[config.mk]
export PLATFORM = sky130hd
export DESIGN_NAME = accel_i2c_slave_port
export DESIGN_NICKNAME = d
export VERILOG_FILES = /design/src/accel_i2c_pkg.sv /design/src/reg_mem_if.sv /design/src/reg_mem.sv /design/src/accel_i2c_slave_port.sv
export SDC_FILE = /design/constraint.sdc
export NUM_CORES = 1
export LEC_CHECK = 0
export BUFFER_PORTS_ARGS = -buffer_cell sky130_fd_sc_hd__buf_4
export CORE_ASPECT_RATIO = 0.8
export CORE_MARGIN = 2
export CORE_UTILIZATION = 45
export DETAILED_ROUTE_END_ITERATION = 7
export MAX_ROUTING_LAYER = met4
export PLACE_DENSITY = 0.59
export SKIP_CTS_REPAIR_TIMING = 1
export SYNTH_ARGS = -nofsm -noshare
export SYNTH_HDL_FRONTEND = slang
export SYNTH_SLANG_ARGS = --single-unit
[constraint.sdc]
create_clock -name clk -period 6.85 [get_ports clk]
set_input_delay 1.37 -clock clk [delete_from_list [all_inputs] [get_ports clk]]
set_output_delay 1.37 -clock clk [all_outputs]
set_load 0.05 [all_outputs]
[src/accel_i2c_pkg.sv]
// constants and types shared by the serial slave port files
package accel_i2c_pkg;
    localparam logic [6:0] SLAVE_ADDR = 7'h18;
    localparam int REG_ADDR_W = 6;
    localparam int REG_DEPTH = 64;
    localparam logic [7:0] REG_POWER_MODE = 8'h11;
    localparam logic [7:0] REG_SOFT_RESET = 8'h14;
    localparam logic [7:0] REG_IF_CONFIG = 8'h34;
    localparam int POWER_SUSPEND_BIT = 7;
    localparam int CFG_WDT_SEL_BIT = 0;
    localparam int CFG_WDT_EN_BIT = 1;
    localparam logic [7:0] POWER_MODE_RESET = 8'h00;
    localparam logic [7:0] IF_CONFIG_RESET = 8'h00;
    localparam int CLK_MHZ = 50;
    localparam int WDT_SHORT_US = 1_000;
    localparam int WDT_LONG_US = 50_000;
    localparam int WDT_SHORT_CYC = WDT_SHORT_US * CLK_MHZ;
    localparam int WDT_LONG_CYC = WDT_LONG_US * CLK_MHZ;
    localparam int WDT_CNT_W = 22;
    typedef enum logic [3:0] {
        st_idle, st_addr, st_addr_ack, st_idx, st_idx_ack,
        st_wdata, st_wdata_ack, st_rdata, st_rdata_ack
    } port_state_t;
endpackage

[src/reg_mem_if.sv]
// carrier between the port logic and its register memory
`timescale 1ns/10ps
interface reg_mem_if #(parameter int AW = 6);
    logic we;
    logic [AW-1:0] waddr;
    logic [7:0] wdata;
    logic [AW-1:0] raddr;
    logic [7:0] rdata;
    modport ctrl (output we, output waddr, output wdata, output raddr, input rdata);
    modport mem (input we, input waddr, input wdata, input raddr, output rdata);
endinterface

[src/reg_mem.sv]
// byte-wide register storage with registered read data
`timescale 1ns/10ps
module reg_mem #(
    parameter int DEPTH = 64,
    parameter int AW = 6
) (
    // clocking
    input wire logic clk,
    input wire logic ce,
    // access
    reg_mem_if.mem bus
);
    logic [7:0] mem_q [DEPTH];
    always_ff @(posedge clk)
    begin
        if (ce && bus.we)
        begin
            mem_q[bus.waddr] <= bus.wdata;
        end
    end
    always_ff @(posedge clk)
    begin
        if (ce)
        begin
            bus.rdata <= mem_q[bus.raddr];
        end
    end
endmodule

[src/accel_i2c_slave_port.sv]
// two-wire serial slave port with bus watchdog and register storage
// Contract
// [RL1] answer only slave address 0x18; 0 writes
// [RL2] direction bit 1 returns register data
// [RL3] every register readable and writable serially
// [RL4] data line two-way; clock only from master
// [RL5] watchdog expiry resets port to idle
// [RL6] watchdog runs only when enable bit set
// [RL7] period select bit picks watchdog timeout
// [RL8] suspend: reads ok, limited writes only
// [RL9] index byte then data; read after restart
`timescale 1ns/10ps
module accel_i2c_slave_port #(
    parameter int WDT_SHORT_CYC = accel_i2c_pkg::WDT_SHORT_CYC,
    parameter int WDT_LONG_CYC = accel_i2c_pkg::WDT_LONG_CYC
) (
    // clock and reset
    input wire logic clk,
    input wire logic nrst,
    input wire logic ce,
    // serial bus pins
    input wire logic scl_in,
    input wire logic sda_in,
    output logic sda_out,
    output logic sda_oe,
    // device core register update
    input wire logic core_we,
    input wire logic [7:0] core_addr,
    input wire logic [7:0] core_wdata,
    output logic core_ready,
    // device control
    output logic suspend_active,
    output logic soft_reset_pulse,
    output logic wdt_expired
);
    localparam int AW = accel_i2c_pkg::REG_ADDR_W;
    accel_i2c_pkg::port_state_t state_q;
    logic scl_q, sda_q, scl_rise, scl_fall, start_det, stop_det;
    logic [7:0] shift_q, idx_q, tx_q, power_q, cfg_q, rd_byte;
    logic [3:0] cnt_q;
    logic rw_q, drive_low_q, i2c_we, in_range, wdt_expire, reg_write;
    logic [accel_i2c_pkg::WDT_CNT_W-1:0] wdt_cnt_q, wdt_limit;
    reg_mem_if #(.AW(AW)) mbus ();
    reg_mem #(.DEPTH(accel_i2c_pkg::REG_DEPTH), .AW(AW)) u_mem (
        .clk(clk),
        .ce(ce),
        .bus(mbus)
    );
    assign scl_rise = scl_in && !scl_q;
    assign scl_fall = !scl_in && scl_q;
    assign start_det = scl_in && scl_q && sda_q && !sda_in;
    assign stop_det = scl_in && scl_q && !sda_q && sda_in;
    assign in_range = idx_q < 8'(accel_i2c_pkg::REG_DEPTH);
    assign suspend_active = power_q[accel_i2c_pkg::POWER_SUSPEND_BIT];
    always_ff @(posedge clk)
    begin
        if (!nrst)
        begin
            scl_q <= 1'b1;
            sda_q <= 1'b1;
        end
        else if (ce)
        begin
            scl_q <= scl_in;
            sda_q <= sda_in;
        end
    end

    // watchdog only counts while a transfer sits without clock edges
    assign wdt_limit = cfg_q[accel_i2c_pkg::CFG_WDT_SEL_BIT]
        ? accel_i2c_pkg::WDT_CNT_W'(WDT_LONG_CYC - 1)
        : accel_i2c_pkg::WDT_CNT_W'(WDT_SHORT_CYC - 1); // RL7
    assign wdt_expire = cfg_q[accel_i2c_pkg::CFG_WDT_EN_BIT]
        && state_q != accel_i2c_pkg::st_idle && wdt_cnt_q == wdt_limit; // RL6
    assign wdt_expired = wdt_expire;
    always_ff @(posedge clk)
    begin
        if (!nrst)
            wdt_cnt_q <= '0;
        else if (ce)
        begin
            if (!cfg_q[accel_i2c_pkg::CFG_WDT_EN_BIT] || state_q == accel_i2c_pkg::st_idle
                || scl_rise || scl_fall || wdt_expire)
                wdt_cnt_q <= '0; // RL6
            else
                wdt_cnt_q <= wdt_cnt_q + 1'b1;
        end
    end
    // bus protocol engine
    always_ff @(posedge clk)
    begin
        if (!nrst)
        begin
            state_q <= accel_i2c_pkg::st_idle;
            cnt_q <= '0;
            shift_q <= '0;
            rw_q <= 1'b0;
            drive_low_q <= 1'b0;
        end
        else if (ce)
        begin
            if (wdt_expire)
            begin
                state_q <= accel_i2c_pkg::st_idle; // RL5
                drive_low_q <= 1'b0; // RL5
            end
            else if (start_det)
            begin
                state_q <= accel_i2c_pkg::st_addr;
                cnt_q <= '0;
                drive_low_q <= 1'b0;
            end
            else if (stop_det)
            begin
                state_q <= accel_i2c_pkg::st_idle;
                drive_low_q <= 1'b0;
            end
            else if (scl_rise)
            begin
                case (state_q)
                    accel_i2c_pkg::st_addr, accel_i2c_pkg::st_idx, accel_i2c_pkg::st_wdata:
                    begin
                        shift_q <= {shift_q[6:0], sda_in};
                        cnt_q <= cnt_q + 1'b1;
                    end
                    accel_i2c_pkg::st_rdata:
                        cnt_q <= cnt_q + 1'b1;
                    accel_i2c_pkg::st_rdata_ack:
                        rw_q <= !sda_in; // master ack keeps the read going
                    default: ;
                endcase
            end
            else if (scl_fall)
            begin
                case (state_q)
                    accel_i2c_pkg::st_addr:
                    begin
                        if (cnt_q == 4'd8 && shift_q[7:1] == accel_i2c_pkg::SLAVE_ADDR)
                        begin
                            state_q <= accel_i2c_pkg::st_addr_ack; // RL1
                            rw_q <= shift_q[0]; // RL2
                            drive_low_q <= 1'b1;
                        end
                        else if (cnt_q == 4'd8)
                            state_q <= accel_i2c_pkg::st_idle; // RL1
                    end
                    accel_i2c_pkg::st_idx, accel_i2c_pkg::st_wdata:
                    begin
                        if (cnt_q == 4'd8)
                        begin
                            state_q <= state_q == accel_i2c_pkg::st_idx
                                ? accel_i2c_pkg::st_idx_ack : accel_i2c_pkg::st_wdata_ack;
                            drive_low_q <= 1'b1;
                        end
                    end
                    accel_i2c_pkg::st_addr_ack, accel_i2c_pkg::st_rdata_ack:
                    begin
                        cnt_q <= '0;
                        if (rw_q)
                        begin
                            state_q <= accel_i2c_pkg::st_rdata; // RL2
                            drive_low_q <= !rd_byte[7]; // RL4
                        end
                        else if (state_q == accel_i2c_pkg::st_addr_ack)
                        begin
                            state_q <= accel_i2c_pkg::st_idx; // RL9
                            drive_low_q <= 1'b0;
                        end
                        else
                        begin
                            state_q <= accel_i2c_pkg::st_idle; // master nack ends read
                            drive_low_q <= 1'b0;
                        end
                    end
                    accel_i2c_pkg::st_idx_ack, accel_i2c_pkg::st_wdata_ack:
                    begin
                        state_q <= accel_i2c_pkg::st_wdata; // RL9
                        cnt_q <= '0;
                        drive_low_q <= 1'b0;
                    end
                    accel_i2c_pkg::st_rdata:
                    begin
                        if (cnt_q == 4'd8)
                        begin
                            state_q <= accel_i2c_pkg::st_rdata_ack;
                            drive_low_q <= 1'b0; // RL4
                        end
                        else
                            drive_low_q <= !tx_q[6]; // RL4
                    end
                    default:
                        state_q <= accel_i2c_pkg::st_idle;
                endcase
            end
        end
    end

    // open drain: only ever pulls low
    assign sda_out = 1'b0; // RL4
    assign sda_oe = drive_low_q; // RL4

    // index pointer and transmit byte
    assign reg_write = scl_fall && !start_det && !stop_det && !wdt_expire
        && state_q == accel_i2c_pkg::st_wdata && cnt_q == 4'd8;
    always_ff @(posedge clk)
    begin
        if (!nrst)
        begin
            idx_q <= '0;
            tx_q <= '0;
        end
        else if (ce)
        begin
            if (scl_fall && state_q == accel_i2c_pkg::st_idx && cnt_q == 4'd8)
                idx_q <= shift_q; // RL9
            else if (reg_write)
                idx_q <= idx_q + 1'b1;
            else if (scl_fall && rw_q && !stop_det && (state_q == accel_i2c_pkg::st_addr_ack
                || state_q == accel_i2c_pkg::st_rdata_ack))
            begin
                tx_q <= rd_byte; // RL3
                idx_q <= idx_q + 1'b1;
            end
            else if (scl_fall && state_q == accel_i2c_pkg::st_rdata)
                tx_q <= {tx_q[6:0], 1'b0};
        end
    end
    // control registers kept in flops so the port logic can use them
    always_comb
    begin
        rd_byte = in_range ? mbus.rdata : 8'h00;
        if (idx_q == accel_i2c_pkg::REG_POWER_MODE)
            rd_byte = power_q;
        else if (idx_q == accel_i2c_pkg::REG_IF_CONFIG)
            rd_byte = cfg_q;
    end
    always_ff @(posedge clk)
    begin
        if (!nrst)
        begin
            power_q <= accel_i2c_pkg::POWER_MODE_RESET;
            cfg_q <= accel_i2c_pkg::IF_CONFIG_RESET;
            soft_reset_pulse <= 1'b0;
        end
        else if (ce)
        begin
            soft_reset_pulse <= reg_write && idx_q == accel_i2c_pkg::REG_SOFT_RESET; // RL8
            if (reg_write && idx_q == accel_i2c_pkg::REG_POWER_MODE)
            begin
                if (suspend_active)
                    power_q[accel_i2c_pkg::POWER_SUSPEND_BIT] <=
                        shift_q[accel_i2c_pkg::POWER_SUSPEND_BIT]; // RL8
                else
                    power_q <= shift_q;
            end
            if (reg_write && idx_q == accel_i2c_pkg::REG_IF_CONFIG && !suspend_active)
                cfg_q <= shift_q; // RL8
        end
    end

    // serial writes take the memory port; the core waits a cycle
    assign i2c_we = reg_write && in_range && !suspend_active; // RL8
    assign core_ready = !i2c_we;
    assign mbus.we = i2c_we || (core_we && core_addr < 8'(accel_i2c_pkg::REG_DEPTH));
    assign mbus.waddr = i2c_we ? idx_q[AW-1:0] : core_addr[AW-1:0]; // RL3
    assign mbus.wdata = i2c_we ? shift_q : core_wdata;
    assign mbus.raddr = idx_q[AW-1:0]; // RL3
endmodule

Word level (Yosys, flattened, before mapping) --
Memories as Yosys holds them, arrays and structs flattened. A register that Yosys moved wholly into a read port is not among the register bits. Index checks and enable logic that the tools add are counted.
Word-level totals: register bits 74, output and inout bits 6, bits in writable memories 512, memories kept 1
Memory list:
- u_mem.mem_q | words 64, bits a word 8, rd ports 1, clocked after Yosys merged registers in 1, write ports 1, RTL line reg_mem.sv:13 | logic [7:0] mem_q [DEPTH];
Cells by class: eq/ne operators 22, reductions and logical operators 74, bitwise operators 6, magnitude comparators 2, mux-type cells 48, add/sub/neg operators 3
Operators by type and width (number):
- 4-bit 2-to-1 mux | 15
- 8-bit 2-to-1 mux | 7
- 22-bit 2-to-1 mux | 2
- 1-bit logical AND | 29
- 6-bit AND reduction | 4
- 22-bit by 1-bit adder with 22-bit output, second input constant | 1
- 22-bit == test | 1
- 4-bit one-hot mux with 5 select lines | 1
- 4-bit by 3-bit == test with 1-bit output, second input constant | 4
- 8-bit by 5-bit == test with 1-bit output, second input constant | 2
- 8-bit by 7-bit < comparator with 1-bit output, second input constant | 2
- 1-bit 2-to-1 mux | 16
- 5-bit inequality test, second input constant | 3
- 7-bit 2-to-1 mux | 2
- 1-bit zero test | 12
- 3-bit nonzero test | 3
- 8-bit by 1-bit adder with 8-bit output, second input constant | 1
- 4-bit by 2-bit == test with 1-bit output, second input constant | 2
- 4-bit == test, second input constant | 2
- 8-bit by 6-bit == test with 1-bit output, second input constant | 1
- 8-bit AND reduction | 1
- 2-bit nonzero test | 4
- 4-bit nonzero test | 2
- 8-bit nonzero test | 1
- other kinds (21) | 37

Longest topological paths before layout --
depth in word-level cells 15, mapped depth 12

Cells and area by module --
Synthesis repeated with hierarchy kept, for this count alone.
Unflattened totals: cells, all modules 1443, area total of the unflattened synthesis 24297.1 µm²
Modules (own cells, without submodules):
- reg_mem | sequential area each 15615.0 µm², area an instance 20070.5 µm², cells each 924, times used 1
- accel_i2c_slave_port | sequential area each 1481.4 µm², area an instance 4226.6 µm², cells each 519, times used 1

Worst setup path after synthesis --
No wires, ideal clock.
path type input-to-reg, from input port scl_in, to memory u_mem.mem_q[0][0] (data pin), cell stages on the path 10, required time 6.147 ns, library setup time 0.703 ns, buffers on the path 3, slack 0.502 ns, arrival time 5.644 ns, path through inv_1 -> ha_1 -> nand4_1 -> or3_1 -> buf_4 -> nor2_2 -> buf_6 -> buf_2 -> inv_1 -> o21ai_0
Between the ends: cells in the longest elaborated chain, start to end 12
RTL lines:
- start: declaration | RTL line accel_i2c_slave_port.sv:22 | input wire logic scl_in,
- 1-bit logical AND | RTL line accel_i2c_slave_port.sv:51, accel_i2c_slave_port.sv:52
- 1-bit logical AND (2 in series) | RTL line accel_i2c_slave_port.sv:51 | assign start_det = scl_in && scl_q && sda_q && !sda_in;
- 1-bit zero test | RTL line accel_i2c_slave_port.sv:203 | assign reg_write = scl_fall && !start_det && !stop_det && !wdt_expire
- 1-bit logical AND | RTL line accel_i2c_slave_port.sv:203
- 1-bit logical AND * (2 in series) | RTL line accel_i2c_slave_port.sv:203
- 1-bit logical AND * (2 in series) | RTL line accel_i2c_slave_port.sv:204 | && state_q == accel_i2c_pkg::st_wdata && cnt_q == 4'd8;
- 1-bit logical AND * (2 in series) | RTL line accel_i2c_slave_port.sv:262 | assign i2c_we = reg_write && in_range && !suspend_active;
- 8-bit 2-to-1 mux * | RTL line accel_i2c_slave_port.sv:266 | assign mbus.wdata = i2c_we ? shift_q : core_wdata;
- net mbus.wdata[0] | RTL line reg_mem_if.sv:6 | logic [7:0] wdata;
- end: declaration | RTL line reg_mem.sv:13
Mark *: on every way through the listed nets, which the timed path passes. The rest lies on a longest branch.

Worst setup path in the final report --
from register cfg_q[0], to output port core_ready
Between the ends: cells in the longest elaborated chain, start to end 10
RTL lines:
- start: declaration | RTL line accel_i2c_slave_port.sv:39 | logic [7:0] shift_q, idx_q, tx_q, power_q, cfg_q, rd_byte;
- start signal: assignment | RTL line accel_i2c_slave_port.sv:242 | cfg_q <= accel_i2c_pkg::IF_CONFIG_RESET;
- start signal: assignment | RTL line accel_i2c_slave_port.sv:257 | cfg_q <= shift_q;
- 22-bit 2-to-1 mux | RTL line accel_i2c_slave_port.sv:71 | ? accel_i2c_pkg::WDT_CNT_W'(WDT_LONG_CYC - 1)
- 22-bit == test | RTL line accel_i2c_slave_port.sv:74 | && state_q != accel_i2c_pkg::st_idle && wdt_cnt_q == wdt_limit;
- 1-bit logical AND | RTL line accel_i2c_slave_port.sv:74
- 1-bit zero test | RTL line accel_i2c_slave_port.sv:203
- 1-bit logical AND | RTL line accel_i2c_slave_port.sv:203
- 1-bit logical AND (2 in series) | RTL line accel_i2c_slave_port.sv:204
- 1-bit logical AND (2 in series) | RTL line accel_i2c_slave_port.sv:262
- 1-bit zero test | RTL line accel_i2c_slave_port.sv:263 | assign core_ready = !i2c_we;
- end: declaration | RTL line accel_i2c_slave_port.sv:30 | output logic core_ready,
Every way passes these cells.

==> impl_results.md <==
* Outcome: completed
* Clk root buf: clkbuf_16
* TNS Setup at 0 ns
* Primary FF master, synth: edfxtp_1
* CP startpoint: cfg_q[0]$_SDFFE_PN0P_
* Commonest cells post-synth: edfxtp_1 (520), mux4_2 (160), nor2_1 (102), dfxtp_1 (74), nand2_1 (66)
* DPL Wire Length at between 30 and 40 mm
* Remaining global-route overflow at 0
* Worst setup margin at roughly 1.8 ns
* Initial antenna violation count at 1
* Relative slew slack at 0.135
* IO Port Bufs at 26
* Critical Path Fanout Max at 23
* HP Class: reg -> reg
* Die Width at 266 µm
* Worst hold path startpoint: tx_q[1]$_SDFFE_PN0P_
* Final Critical Period at about 5.0 ns
* Combinational share of power at 0.020
* P_int at 5.72 mW
* Seq/Total Area, Yosys at 0.691
* Largest cells by area after synthesis: edfxtp_1 (63%), mux4_2 (15%), dfxtp_1 (6.0%)
* Die area at 0.0569 mm²
* Worst-path clk slew at 0.06 ns
* Share of layout cells above drive strength 1 at 0.230
* CTS max path bufs at 3
* Mux cell area share after synthesis at 0.171
* Num CTS Buffers at 56
* Yosys top cell by area: edfxtp_1
* Largest family of logic cells by synthesized area: multiplexers
* Slew @ Worst Pin at about 1.3 ns
* Clk pwr share at 0.431
* Syn Nets at between 1,000 and 1,500
* Fmax at 199 MHz
* Synth Area in Simple Gates at 0.0708
* Synth-to-Final Area Change at 11.5%
* Max Cap Violations at 0
* Power Total at 7.17 mW
* WP data required at ~5.5 ns
* Gp weighted congestion at 0.831
* YS warnings at 0
* R2R Path Start: state_q[3]$_SDFFE_PN0P_
* Row Count at 76
* Setup violators final at 0
* GRT Total Usage at 0.220
* Antenna-violating nets left at 0
* RSZ-0062 raised after global routing: no
* Fin crit share at 0.735
* Ports at 28
* VDD IR-drop max at 0.191 mV
* Final #Nets at 1,475
* Avg Cell Area, Syn at between 15 and 20 µm²
* Critical path class: reg -> out
* Clock Latency Late Sink at 0.62 ns
* Largest net degree at the start of global routing at 71
* CTS sink cnt at 594
* Via density at 6.02
* Core ar. at 0.0541 mm²
* Drt pass-1 iters at 5
* Most frequent cell after synthesis: edfxtp_1
* Drt drc at 0
* Power density cells at 260 mW/mm²
* Leakage power at around 8.4 nW
* Final hold vios at 0
* First-pass GRT wire length at 88.5 mm
* Net Sw Power at 1.45 mW
* FFs w/ async S/R, synth at 0
* Adder-Cell Fraction of Synth Area at 0.00506
* Starting Density at 0.457
* Sequential Power Share at 0.549
* Top-area cell type share of the netlist area at 0.631
* Vias in the first global route at 13,000
* Post-synth cell types at 80
* CP arrival at 3.66 ns
* Crit end category: output port
* Slew Limit Fails at 0
* Post-synthesis xor/xnor area fraction at 0.00814
* Die Span Y at 214 µm
* Initial DRC count at 1,462
* Clock tree from TritonCTS: built
* Wire per inst at 26.9 µm
* Layout Skew at 0.0237 ns
* Compound-Gate Fraction of Synth Area at 0.0365
* Via Count at 13,200
* Synth Register Bits at 594
* Drt total wl at 59.0 mm
* H-tree depth at 2
* Switching part of the total at 0.202
* Mapped cell area at around 0.025 mm²
* Pre-CTS setup slack at 1.23 ns
* Cells after Synth at 1,410
* Post-synth EDFFs at 520
* Worst Setup Start Kind: flop
==> cells by family after synthesis <==
group | count (synthesis)
other cells | 1
compound gates | 121
xor+xnor | 23
simple gates | 345
buf+inv | 97
flops | 594
mux | 219
fa+ha+maj | 10
==> worst max-delay path: stages (launching register included) <==
cell	delay, ns
dfxtp_1	0.40
or4_1	0.56
a2111o_1	0.44
or4_1	0.76
clkinv_8	0.27
nor2_4	0.14
inv_1	0.22
buf_4	0.24
==> final timing paths <==
check | endpoint | slack, ns | cells after the start
min | tx_q[1]$_SDFFE_PN0P_ | 0.47 | 2
min reg2reg | tx_q[1]$_SDFFE_PN0P_ | 0.47 | 2
max reg2reg | u_mem.mem_q[27][3]$_DFFE_PP_ | 2.08 | 8
max | core_ready | 1.82 | 7
==> per-layer routing <==
| metal | GRT usage | up-vias | routed length (µm) |
|---|---|---|---|
| met2 | 0.315 | 451 | 26400 |
| met3 | 0.0482 | 68 | 4560 |
| met1 | 0.326 | 6931 | 27100 |
| met4 | 0.0480 | 0 | 892 |
| li1 | - | 5745 | - |
| met5 | - | - | 0 |
==> metrics by stage <==
step	cell area, µm²	hold slack, ns	utilization	std cells
after floorplan	24700	0.443	-	1410
after detailed placement	25700	0.457	0.476	2086
final	27600	0.471	0.510	2192
after CTS	27600	0.468	0.510	2190
after global routing	27600	0.489	0.510	2192
after global placement	25700	0.452	0.476	2086
==> power by group through the flow <==
stage / registers [mW] / clock network [mW] / logic, mW
after floorplan: 4.02 / 0 / 0.0681
after global placement: 4.02 / 0 / 0.141
after detailed placement: 4.02 / 0 / 0.144
after CTS: 3.94 / 3.15 / 0.144
after global routing: 3.94 / 3.30 / 0.154
final: 3.94 / 3.09 / 0.142
==> sequential cells by signal, summed over array words and instances, names as in the netlist, 4 cells and up <==
signal	count
state_q	4
shift_q	8
idx_q	8
tx_q	7
cfg_q	8
cnt_q	4
power_q	8
u_mem.bus.rdata	8
wdt_cnt_q	22
u_mem.mem_q	512
==> area by class of cell <==
class                           instances  area, µm²
Antenna cell                            1       2.50
Clock buffer                           69       1470
Clock inverter                         35        355
Fill cell                            4335      26500
Inverter                               12       57.6
Multi-Input combinational cell        719       7250
Sequential cell                       594      17100
Tap cell                              702        878
Timing Repair Buffer                   60        463
==> placed cells by master (no fill, tap or decap), drive strengths merged, types with 11 or more instances in the layout <==
master  instances
a21oi          22
a22oi          21
and3           16
buf            59
clkbuf         70
clkinv         28
dfxtp          74
edfxtp        520
inv            11
mux2           13
mux2i          46
mux4          160
nand2          66
nand3          22
nand4          11
nor2          103
nor2b          13
nor3           48
o211ai         11
o21ai          18
xor2           18
Note: power is estimated with default switching activity, not from simulation.
